===== src/hw/pic_pkg.sv =====
package pic_pkg;

  localparam int PIC_NREG = 12;

  // Second-level register indices.
  localparam int PIC_IDX_CORE = 0;
  localparam int PIC_IDX_MON = 1;
  localparam int PIC_IDX_MISC = 2;
  localparam int PIC_IDX_MODE = 3;
  localparam int PIC_IDX_ILIM_BUCK = 4;
  localparam int PIC_IDX_ILIM_LIN = 5;
  localparam int PIC_IDX_UV_BUCK = 6;
  localparam int PIC_IDX_UV_LIN = 7;
  localparam int PIC_IDX_OV_BUCK = 8;
  localparam int PIC_IDX_OV_LIN = 9;
  localparam int PIC_IDX_BUTTON = 10;
  localparam int PIC_IDX_PIN = 11;

  // Register addresses on the internal register port.
  localparam logic [7:0] PIC_ADDR_SUMMARY = 8'h00;
  localparam logic [7:0] PIC_ADDR_LATCH_BASE = 8'h10;
  localparam logic [7:0] PIC_ADDR_MASK_BASE = 8'h20;
  localparam logic [7:0] PIC_ADDR_SENSE_BASE = 8'h30;
  localparam logic [7:0] PIC_ADDR_SHORT = 8'h40;
  localparam logic [7:0] PIC_ADDR_CMD = 8'h50;

  // Implemented latch and mask bits per register; others are reserved.
  localparam logic [7:0] PIC_LATCH_VALID [PIC_NREG] = '{
    8'hFF, 8'hFF, 8'h3F, 8'hDF, 8'h9F, 8'h07,
    8'hDF, 8'h0F, 8'hDF, 8'h0F, 8'h1F, 8'h3F};
  // Implemented sense bits per register.
  localparam logic [7:0] PIC_SENSE_VALID [PIC_NREG] = '{
    8'h03, 8'hFF, 8'h00, 8'h00, 8'h1F, 8'h07,
    8'hDF, 8'h0F, 8'hDF, 8'h0F, 8'h00, 8'h7F};
  // Everything starts masked except the power-up done latch.
  localparam logic [7:0] PIC_MASK_RESET [PIC_NREG] = '{
    8'hF7, 8'hFF, 8'h3F, 8'hDF, 8'h9F, 8'h07,
    8'hDF, 8'h0F, 8'hDF, 8'h0F, 8'h1F, 8'h3F};
  // Summary bit fed by each second-level register.
  localparam int PIC_GROUP [PIC_NREG] = '{0, 1, 1, 2, 3, 3, 4, 4, 5, 5, 6, 6};

  localparam int PIC_SUM_WARN = 7;
  localparam int PIC_MISC_BAD_CMD = 2;
  localparam int PIC_MISC_LOGIC_DONE = 1;
  localparam int PIC_PULSE_RESET = 0;
  localparam int PIC_PULSE_IRQ = 1;

  // System command codes.
  localparam logic [7:0] PIC_CMD_TURN_OFF = 8'hA5;
  localparam logic [7:0] PIC_CMD_SW_RESET = 8'h3E;
  localparam logic [7:0] PIC_CMD_ANALOG_TEST = 8'h55;
  localparam logic [7:0] PIC_CMD_LOGIC_TEST = 8'h4A;
  localparam logic [7:0] PIC_CMD_RESET_PULSE = 8'h9C;
  localparam logic [7:0] PIC_CMD_IRQ_PULSE = 8'h75;
  localparam logic [7:0] PIC_CMD_TO_FAULT = 8'hB3;
  localparam logic [7:0] PIC_CMD_TO_EXTERNAL_RESET_IN = 8'hBA;
  localparam logic [7:0] PIC_CMD_STANDBY = 8'h2C;

  // Test pulse: nominal 100 us, allowed 90 to 110 us.
  localparam int PIC_PULSE_NS = 100_000;
  localparam int PIC_CLK_PERIOD_NS = 10;
  localparam int PIC_PULSE_CYCLES = PIC_PULSE_NS / PIC_CLK_PERIOD_NS;

  typedef struct packed {
    logic wr;
    logic rd;
    logic [7:0] addr;
    logic [7:0] wdata;
  } pic_reg_req_t;

  typedef struct packed {
    logic reset_out;
    logic failsafe_out;
    logic power_good;
    logic [3:0] gpio;
    logic [1:0] fault_collect;
  } pic_pin_t;

  typedef struct packed {
    logic turn_off;
    logic sw_reset;
    logic standby;
    logic analog_self_test;
    logic logic_self_test;
  } pic_cmd_t;

endpackage


===== src/hw/pic_irq_cmd_unit.sv =====
// Notes on behaviour
// - latch 1 means captured, mask 1 blocks the pin, sense 1 means present now.
// - pin sense bits give the sampled pin level, 0 low, 1 high.
// - live sense for reset, fail-safe, power-good, four GPIOs, two fault inputs.
// - command 0xA5 turns off, 0x3E resets, 0x2C requests standby.
// - command 0x55 starts analog self-test, 0x4A starts logic self-test.
// - 0xB3 selects fault-collection use, 0xBA returns to external-reset use.
// - 0x9C drives a 90 to 110 us low pulse on the reset output.
// - 0x75 drives a 90 to 110 us low pulse on the interrupt output.
// - undefined command codes do nothing but set the bad-command latch.
// - bad-command latch pulls the interrupt low only while unmasked.
// - summary bits 7..0: warning, pins, OV, UV, ILIM, mode, monitor, core.
// - core latches 7..0: shutdown, freq ready, dyn check, checksum, up, down...
// - monitor bits 3..0 thermal 155..110, above them clock, bandgap, supply OV.
// - misc bit 2 bad command, bit 1 logic test done, bits 7 and 6 unused.
// - button-hold latches for 8, 4, 3, 2, 1 seconds in bits 4..0.
// - short sense bits 7,6 are two GPIO levels, below them pin shorts.
// - interrupt output low is the OR of all unmasked second-level latches, the shutdown warning and the 0x75 pulse.
// - a latch stays set until written with 1; writing 0 leaves it.
// - summary bit follows its group's unmasked latches and clears by itself.
// - shutdown warning has no mask and always asserts the interrupt.
`timescale 1ns/1ps
module pic_irq_cmd_unit
  import pic_pkg::*;
#(
  parameter int PULSE_CYCLES = PIC_PULSE_CYCLES,
  parameter logic FAULT_COLLECT_AT_RESET = 1'b0
) (
  input wire logic clk_sys,
  input wire logic rstn,
  input wire logic ce,
  input wire pic_reg_req_t reg_req,
  output logic [7:0] reg_rdata,
  output logic reg_rvalid,
  input wire logic [PIC_NREG-1:0][7:0] event_in,
  input wire logic [PIC_NREG-1:0][7:0] sense_in,
  input wire logic shutdown_warning,
  input wire pic_pin_t pin_level_raw,
  input wire logic [5:0] pin_short_raw,
  output logic irq_out_n,
  output logic reset_out_n,
  output pic_cmd_t cmd_pulse,
  output logic fault_collect_mode
);

  localparam int CNT_W = $clog2(PULSE_CYCLES + 1);
  localparam logic [CNT_W-1:0] PULSE_LOAD = CNT_W'(PULSE_CYCLES - 1);

  logic [7:0] latch_q [PIC_NREG];
  logic [7:0] mask_q [PIC_NREG];
  logic [PIC_NREG-1:0] pend;
  logic [7:0] summary;
  pic_pin_t pin_meta_q;
  pic_pin_t pin_sync_q;
  logic [5:0] short_meta_q;
  logic [5:0] short_sync_q;
  logic bad_cmd_q;
  logic [1:0] pulse_req;
  logic [1:0] pulse_n_q;
  logic [CNT_W-1:0] pulse_cnt_q [2];
  logic cmd_wr;
  logic [7:0] pin_sense;
  logic [7:0] short_sense;
  logic [7:0] rd_d;

  assign cmd_wr = reg_req.wr && (reg_req.addr == PIC_ADDR_CMD);

  // Pin levels and short comparators are asynchronous to clk_sys.
  always_ff @(posedge clk_sys) begin
    if (!rstn) begin
      pin_meta_q <= '0;
      pin_sync_q <= '0;
      short_meta_q <= '0;
      short_sync_q <= '0;
    end else if (ce) begin
      pin_meta_q <= pin_level_raw;
      pin_sync_q <= pin_meta_q;
      short_meta_q <= pin_short_raw;
      short_sync_q <= short_meta_q;
    end
  end

  // Pin level sense layout: bit 7 unused, then gpio3, gpio2, fault inputs,
  // power-good, fail-safe, reset.
  assign pin_sense = {1'b0, pin_sync_q.gpio[3], pin_sync_q.gpio[2],
                      pin_sync_q.fault_collect[1], pin_sync_q.fault_collect[0],
                      pin_sync_q.power_good, pin_sync_q.failsafe_out,
                      pin_sync_q.reset_out};
  assign short_sense = {pin_sync_q.gpio[1], pin_sync_q.gpio[0],
                        short_sync_q};

  // Per-register latch and mask.
  for (genvar g = 0; g < PIC_NREG; g++) begin : g_reg
    logic [7:0] set_v;
    logic [7:0] clr_v;

    always_comb begin
      set_v = event_in[g];
      if (g == PIC_IDX_MISC) begin
        set_v[PIC_MISC_BAD_CMD] = event_in[g][PIC_MISC_BAD_CMD] | bad_cmd_q;
      end
      clr_v = '0;
      if (reg_req.wr && (reg_req.addr == PIC_ADDR_LATCH_BASE + 8'(g))) begin
        clr_v = reg_req.wdata;
      end
    end

    // An event in the clearing cycle wins, so nothing is lost.
    always_ff @(posedge clk_sys) begin
      if (!rstn) begin
        latch_q[g] <= '0;
      end else if (ce) begin
        latch_q[g] <= PIC_LATCH_VALID[g]
                      & ((latch_q[g] & ~clr_v) | set_v);
      end
    end

    always_ff @(posedge clk_sys) begin
      if (!rstn) begin
        mask_q[g] <= PIC_MASK_RESET[g];
      end else if (ce && reg_req.wr
                   && reg_req.addr == PIC_ADDR_MASK_BASE + 8'(g)) begin
        mask_q[g] <= reg_req.wdata & PIC_LATCH_VALID[g];
      end
    end

    assign pend[g] = |(latch_q[g] & ~mask_q[g]);
  end

  // Summary is derived, never stored, so it clears as soon as its group does.
  always_comb begin
    summary = '0;
    for (int i = 0; i < PIC_NREG; i++) begin
      summary[PIC_GROUP[i]] = summary[PIC_GROUP[i]] | pend[i];
    end
    summary[PIC_SUM_WARN] = shutdown_warning;
  end

  always_ff @(posedge clk_sys) begin
    if (!rstn) begin
      irq_out_n <= 1'b1;
    end else if (ce) begin
      irq_out_n <= ~((|summary) | ~pulse_n_q[PIC_PULSE_IRQ]);
    end
  end

  assign reset_out_n = pulse_n_q[PIC_PULSE_RESET];

  // Command decode; every code outside the table only flags bad command.
  always_ff @(posedge clk_sys) begin
    if (!rstn) begin
      cmd_pulse <= '0;
      bad_cmd_q <= 1'b0;
      pulse_req <= '0;
      fault_collect_mode <= FAULT_COLLECT_AT_RESET;
    end else if (ce) begin
      cmd_pulse <= '0;
      bad_cmd_q <= 1'b0;
      pulse_req <= '0;
      if (cmd_wr) begin
        unique case (reg_req.wdata)
          PIC_CMD_TURN_OFF: cmd_pulse.turn_off <= 1'b1;
          PIC_CMD_SW_RESET: cmd_pulse.sw_reset <= 1'b1;
          PIC_CMD_STANDBY: cmd_pulse.standby <= 1'b1;
          PIC_CMD_ANALOG_TEST: cmd_pulse.analog_self_test <= 1'b1;
          PIC_CMD_LOGIC_TEST: cmd_pulse.logic_self_test <= 1'b1;
          PIC_CMD_RESET_PULSE: pulse_req[PIC_PULSE_RESET] <= 1'b1;
          PIC_CMD_IRQ_PULSE: pulse_req[PIC_PULSE_IRQ] <= 1'b1;
          PIC_CMD_TO_FAULT: fault_collect_mode <= 1'b1;
          PIC_CMD_TO_EXTERNAL_RESET_IN: fault_collect_mode <= 1'b0;
          default: bad_cmd_q <= 1'b1;
        endcase
      end
    end
  end

  // Test pulses last exactly PULSE_CYCLES; a repeat request restarts one.
  for (genvar p = 0; p < 2; p++) begin : g_pulse
    always_ff @(posedge clk_sys) begin
      if (!rstn) begin
        pulse_n_q[p] <= 1'b1;
        pulse_cnt_q[p] <= '0;
      end else if (ce) begin
        if (pulse_req[p]) begin
          pulse_n_q[p] <= 1'b0;
          pulse_cnt_q[p] <= PULSE_LOAD;
        end else if (!pulse_n_q[p]) begin
          if (pulse_cnt_q[p] == '0) begin
            pulse_n_q[p] <= 1'b1;
          end else begin
            pulse_cnt_q[p] <= pulse_cnt_q[p] - 1'b1;
          end
        end
      end
    end
  end

  // Read mux; reading changes no state.
  always_comb begin
    rd_d = '0;
    if (reg_req.addr == PIC_ADDR_SUMMARY) begin
      rd_d = summary;
    end else if (reg_req.addr == PIC_ADDR_SHORT) begin
      rd_d = short_sense;
    end
    for (int i = 0; i < PIC_NREG; i++) begin
      if (reg_req.addr == PIC_ADDR_LATCH_BASE + 8'(i)) begin
        rd_d = latch_q[i];
      end
      if (reg_req.addr == PIC_ADDR_MASK_BASE + 8'(i)) begin
        rd_d = mask_q[i];
      end
      if (reg_req.addr == PIC_ADDR_SENSE_BASE + 8'(i)) begin
        rd_d = (i == PIC_IDX_PIN) ? pin_sense
                                  : (sense_in[i] & PIC_SENSE_VALID[i]);
      end
    end
  end

  always_ff @(posedge clk_sys) begin
    if (!rstn) begin
      reg_rdata <= '0;
      reg_rvalid <= 1'b0;
    end else if (ce) begin
      reg_rvalid <= reg_req.rd;
      if (reg_req.rd) begin
        reg_rdata <= rd_d;
      end
    end
  end

endmodule


===== config.mk =====
export PLATFORM = sky130hd
export DESIGN_NAME = pic_irq_cmd_unit
export DESIGN_NICKNAME = d
export VERILOG_FILES = /design/src/hw/pic_pkg.sv /design/src/hw/pic_irq_cmd_unit.sv
export SDC_FILE = /design/constraint.sdc
export NUM_CORES = 1
export LEC_CHECK = 0
export ABC_AREA = 1
export BUFFER_PORTS_ARGS = -buffer_cell sky130_fd_sc_hd__buf_4
export CORE_ASPECT_RATIO = 1.25
export CORE_UTILIZATION = 55
export CTS_CLUSTER_SIZE = 24
export DETAILED_ROUTE_END_ITERATION = 6
export GPL_TIMING_DRIVEN = 0
export PLACE_DENSITY = 0.8
export SYNTH_ARGS = -nofsm -noshare
export SYNTH_HDL_FRONTEND = slang
export SYNTH_SLANG_ARGS = --single-unit

===== constraint.sdc =====
create_clock -name clk_sys -period 5.7 [get_ports clk_sys]
set_input_delay 0.285 -clock clk_sys [delete_from_list [all_inputs] [get_ports clk_sys]]
set_output_delay 0.285 -clock clk_sys [all_outputs]
set_load 0.01 [all_outputs]

==> run summary, run 1 <==
Core ar. = 21,500 µm²
PD cells = 262 nW/µm²
final RePlAce weighted congestion = 0.950
CTS tree = built
Worst Skew = 0.0205 ns
first-pass GRT wire length = 55,300 µm
Worst Path Arrival = 3.61 ns
clk slew on worst S/H paths = 0.07 ns
iteration-0 DRC count of the detailed router = 1,113
Pint = 2.86 mW
hold depth = 2
Lkg Pwr = 6.14 nW
Critical Path End Type = flip-flop
Clock Sinks = 221
Hold Vio Cnt, Final = 0
CTS buffer count = 24
Avg Cell Area, Syn = 7.90 µm²
DR vias/cell = 5.69
grt ovf = 0
Boundary Pins = 246
Psw = 0.949 mW
Worst slew margin = 23.3%
MaxCap Viol Count = 0
fin crit share = 56.4%
power share of the combinational group = 10.1%
Max VDD drop = 0.208 mV
die height = 167 µm
Slew Limit Fails = 0
crit-path max FO = 2
Max Freq = 311 MHz
Clock Path Buffers = 3
total number of vias = 11,500
share of layout cells above drive strength 1 = 15.2%
clk_lat worst skew = 0.53 ns
final setup fails = 0
number of cells produced by synthesis = 1,516
Min-Delay Path Class = in -> reg
Unique masters post-synth = 46
worst r2r path cells = 14
failing checks = DRC
Starting Density = 55.8%
flops & latches, synth = 221
sequential share of power = 49.5%
post_cts resized = 0
Final HPWL DP = 26,600 µm
clock network power share = 40.4%
layout filler cell count = 1,825
YS warnings = 0
overall power = 3.81 mW
Most used DFF post-synth = edfxtp_1
routed len/inst = 17.9 µm
area share of the largest cell type after synthesis = 42.6%
Clock Tree Root = clkbuf_16
Net count, final = 1,953
Mapped Area = 12,000 µm²
Final Util = 67.6%
TNS Setup = 0 ns
Slew @ Worst Pin = 1.14 ns
Yosys top cell by area = edfxtp_1
Synthesized Nets = 1,747
Min Hold Slack = 0.0650 ns
WS Path Type = reg -> reg
first drt pass iteration count = 7
CTS Hold Bufs = 15
ANT cells = 0
largest net degree at the start of global routing = 52
DRT antenna net count = 0
initial antenna violation count = 0
Die ar. = 22,400 µm²
final WL = 36,200 µm
H-tree depth = 1
most common cell in the netlist = nand2_1
postcts setup bufs = 0
Area growth, synth to finish = 21.2%
Worst Path Required = 6.09 ns
sw frac = 24.9%
die width = 134 µm
RSZ-0062 raised after global routing = false
DRC = 1
sequential area share after synthesis = 51.1%
Total Routing Usage GR = 31.9%
vias in the first global route = 10,900
outcome = complete, but fails checks
Synth top cells by count = 370 x nand2_1, 276 x inv_1, 170 x edfxtp_1
Worst Setup Start Kind = flip-flop
EDFF count, synth = 170
ranking of synthesized cells by area = edfxtp_1 43%, nand2_1 12%, inv_1 8.6%
Port Buf Inserts = 163
num rows = 60
minimum clock period = 3.21 ns
Post-synth ARST share = 0%
[layer usage]
| layer | part of all wire (%) | wire [µm] | track usage, % | vias up |
|---|---|---|---|---|
| met4 | 5.1 | 1830 | 16.1 | 0 |
| li1 | - | - | - | 5394 |
| met5 | 0 | 0 | 0 | - |
| met3 | 10 | 3780 | 5.57 | 139 |
| met1 | 36 | 12900 | 38.3 | 5276 |
| met2 | 49 | 17700 | 54.7 | 686 |
[area by class of cell]
class,instances,area [µm²],share of cell area [%]
flip-flops and latches,221,6130,42.2
multi-input cells,970,4620,31.8
repair buffers,180,1410,9.70
inverters,287,1080,7.42
clock buffers,35,724,4.99
well taps,279,349,2.40
plain buffers,38,160,1.10
clock inverters,9,52.6,0.362
[power groups by stage]
stage | sequential (mW) | clock (mW) | combinational, mW
2_1_floorplan | 1.90 | 0 | 0.186
3_3_place_gp | 1.91 | 0 | 0.359
3_5_place_dp | 1.91 | 0 | 0.368
4_1_cts | 1.88 | 1.53 | 0.379
5_1_grt | 1.89 | 1.60 | 0.419
6_report | 1.88 | 1.54 | 0.386
[path summary, 6_finish.rpt]
path                       start      endpoint  slack [ns]
setup / recovery  latch_q[10][0]  reg_rdata[6]        2.49
hold / removal              rstn  cmd_pulse[2]        0.07
setup reg to reg  latch_q[10][0]  reg_rdata[6]        2.49
hold reg to reg       reg_rvalid    reg_rvalid        0.47
[cells by family (layout without fill, tap and decap cells)]
family                     after synthesis  after routing  synth area share (%)
xor gates and xnor gates                 9              9                 0.658
DFF                                    221            221                  51.1
and+or+nand+nor                        615            615                  22.3
buffers and inverters                  325            549                  10.3
AOI/OAI and AO/OA                      344            344                  15.4
adders and majority gates                2              2                 0.209
[registers in the layout, summed over array words and instances, names as in the netlist]
register	count
bad_cmd_q	1
cmd_pulse	5
fault_collect_mode	1
irq_out_n	1
latch_q	71
mask_q	71
pin_meta_q	9
pin_sense	7
pin_sync_q	2
pulse_cnt_q	28
pulse_n_q	1
pulse_req	2
reg_rdata	8
reg_rvalid	1
reset_out_n	1
short_meta_q	6
short_sync_q	6
[layout by cell type, fill, tap and decap left out, types with 6 or more instances in the layout]
master,n
a21oi_1,143
a221oi_1,6
a31oi_1,7
buf_4,165
clkbuf_1,36
clkbuf_16,26
dfxtp_1,51
dlygate4sd3_1,15
edfxtp_1,170
inv_1,276
inv_2,9
nand2_1,370
nand3_1,40
nand4_1,12
nor2_1,99
nor2_2,6
nor2_4,7
nor3_1,29
nor4_1,9
o211ai_1,8
o21ai_0,145
o22ai_1,17
or2_2,28
xnor2_1,6
[critical path, cell delays in order, from the launching register on]
cell	delay, ns
edfxtp_1	0.40
inv_1	0.09
o22ai_1	0.09
nor4_1	0.27
o2111ai_1	0.27
a221oi_1	0.35
o2111ai_1	0.22
a21oi_1	0.23
o21ai_0	0.13
a21oi_1	0.28
nand4_1	0.19
a21oi_1	0.16
nand2_1	0.07
a21oi_1	0.21
a31oi_1	0.12
[stage by stage]
stage	setup WS (ns)	area, µm²	cells
after floorplan	2.39	12000	1516
after global placement	0.897	13600	1958
after detailed placement	2.48	13600	1959
after CTS	2.56	14500	2018
after global routing	2.21	14500	2019
final	2.49	14500	2019
Note: power is estimated with default switching activity, not from simulation.
==> run 2, diff against run 1 <==
clock period = 3.2 ns   (was 5.7 ns; I/O delays follow)
==> run 2 against run 1 <==
Largest power group unchanged. Fmax grew 6.9%. Clock power grew 78%. Combinational power grew 97%. The run still ends with DRC left. Clock-buffer cell count is the same.
==> run summary, run 2 (synthesis gave the netlist of run 1 again) <==
clk slew on worst S/H paths = 0.06 ns
Port Buf Inserts = 163
failing checks = DRC
Clock Tree Root = clkbuf_16
DR vias/cell = 5.62
DRC = 1
Min Hold Slack = 0.0103 ns
crit-path cells = inv_1, o22ai_1, nor4_1, o2111ai_2, a221oi_2, o2111ai_1, a21oi_1, o21ai_0, a21oi_2, nand4_1, a21oi_1, nand2_1, a21oi_1, a31oi_1
DRT antenna net count = 0
critical path's slowest cell = edfxtp_1
share of layout cells above drive strength 1 = 15.7%
MaxCap Viol Count = 0
overall power = 6.85 mW
Boundary Pins = 246
vias in the first global route = 11,200
total number of vias = 11,700
clk_lat worst skew = 0.53 ns
Slew Limit Fails = 0
WS Path Type = reg -> reg
Clock Sinks = 221
num rows = 60
largest net degree at the start of global routing = 52
RSZ-0062 raised after global routing = true
first-pass GRT wire length = 56,500 µm
routed len/inst = 17.9 µm
Max Freq = 333 MHz
die width = 134 µm
Max stage delay on crit path = 0.40 ns
most frequent cells in the layout = 364 x nand2_1, 275 x inv_1, 170 x buf_4, 170 x edfxtp_1, 144 x o21ai_0
Final Cell Area = 15,200 µm²
first drt pass iteration count = 7
final WL = 37,200 µm
Slew @ Worst Pin = 1.11 ns
final setup fails = 0
Critical Path End Type = flip-flop
WP buf/inv = 1
Max VDD drop = 0.371 mV
Worst Skew = 0.0271 ns
placed instance area = 13,600 µm²
Total Routing Usage GR = 32.6%
fin crit share = 94.0%
Worst Path Arrival = 3.40 ns
grt ovf = 0
cell mode on critical path = a21oi_1
Final HPWL DP = 26,600 µm
CTS tree = built
Area growth, synth to finish = 26.8%
initial antenna violation count = 0
crit-path max FO = 2
Worst Setup Start Kind = flip-flop
Worst Path Required = 3.59 ns
Core ar. = 21,500 µm²
Die ar. = 22,400 µm²
Starting Density = 55.8%
final RePlAce weighted congestion = 0.950
ANT cells = 0
commonest non-fill, non-tap cell in the layout = nand2_1
outcome = complete, but fails checks
Net count, final = 2,016
PD cells = 451 nW/µm²
Hold Vio Cnt, Final = 0
CTS buffer count = 24
Largest regs = latch_q x71, mask_q x71, pulse_cnt_q x28
die height = 167 µm
Top Family by Delay on Critical Path = compound AO/OA/AOI/OAI gates
Clock Path Buffers = 3
H-tree depth = 1
minimum clock period = 3.01 ns
Min-Delay Path Class = in -> reg
iteration-0 DRC count of the detailed router = 1,079
Lkg Pwr = 6.43 nW
TNS Setup = 0 ns
Worst slew margin = 25.1%
-- run 2: layer usage --
metal  vias to the layer above  track usage (%)  part of all wire, %
li1                       5521                -                    -
met1                      5375             38.7                   36
met2                       654             56.6                   49
met3                       149             5.54                  9.8
met4                         0             16.5                  5.4
met5                         -                0                    0
-- run 2: final timing paths --
check,from,endpoint,slack [ns],cells past startpoint
max,latch_q[10][0],reg_rdata[6],0.19,14
min,event_in[32],latch_q[4][0],0.01,3
max reg2reg,latch_q[10][0],reg_rdata[6],0.19,14
min reg2reg,reg_rvalid,reg_rvalid,0.47,2
-- run 2: worst register-to-register path, cell delays in order (launching register included) --
cell and delay (ns):
edfxtp_1 0.40, inv_1 0.09, o22ai_1 0.09, nor4_1 0.33, o2111ai_2 0.25, a221oi_2 0.29, o2111ai_1 0.19, a21oi_1 0.22
o21ai_0 0.14, a21oi_2 0.19, nand4_1 0.14, a21oi_1 0.14, nand2_1 0.08, a21oi_1 0.20, a31oi_1 0.12
-- run 2: what timing repair did --
action,in CTS,in global routing
resized for setup,0,16
hold buffers,73,0
hold endpoints to repair,73,0
setup buffers,0,5
setup endpoints to repair,0,5
-- run 2: through the flow --
step	setup slack [ns]	instances	util, %
floorplan	0.0101	1516	-
global placement	-1.48	1958	63.1
detailed placement	0.109	1959	63.3
CTS	0.0610	2076	70.3
global route	-0.0724	2082	70.7
finish	0.193	2082	70.7
-- run 2: power by group --
group / total [mW] / switching, mW / leakage (nW) / internal, mW
registers: 3.35 / 0.101 / 2.20 / 3.25
clock network: 2.74 / 1.16 / 0.388 / 1.58
logic: 0.762 / 0.444 / 3.84 / 0.318
-- run 2: cell type report --
type                            instances  area [µm²]
Tap cell                              279         349
Multi-Input combinational cell        970        4670
Sequential cell                       221        6130
Inverter                              287        1080
Buffer                                 38         160
Clock buffer                           35         724
Fill cell                            1703        6280
Timing Repair Buffer                  243        2030
Clock inverter                          9        52.6
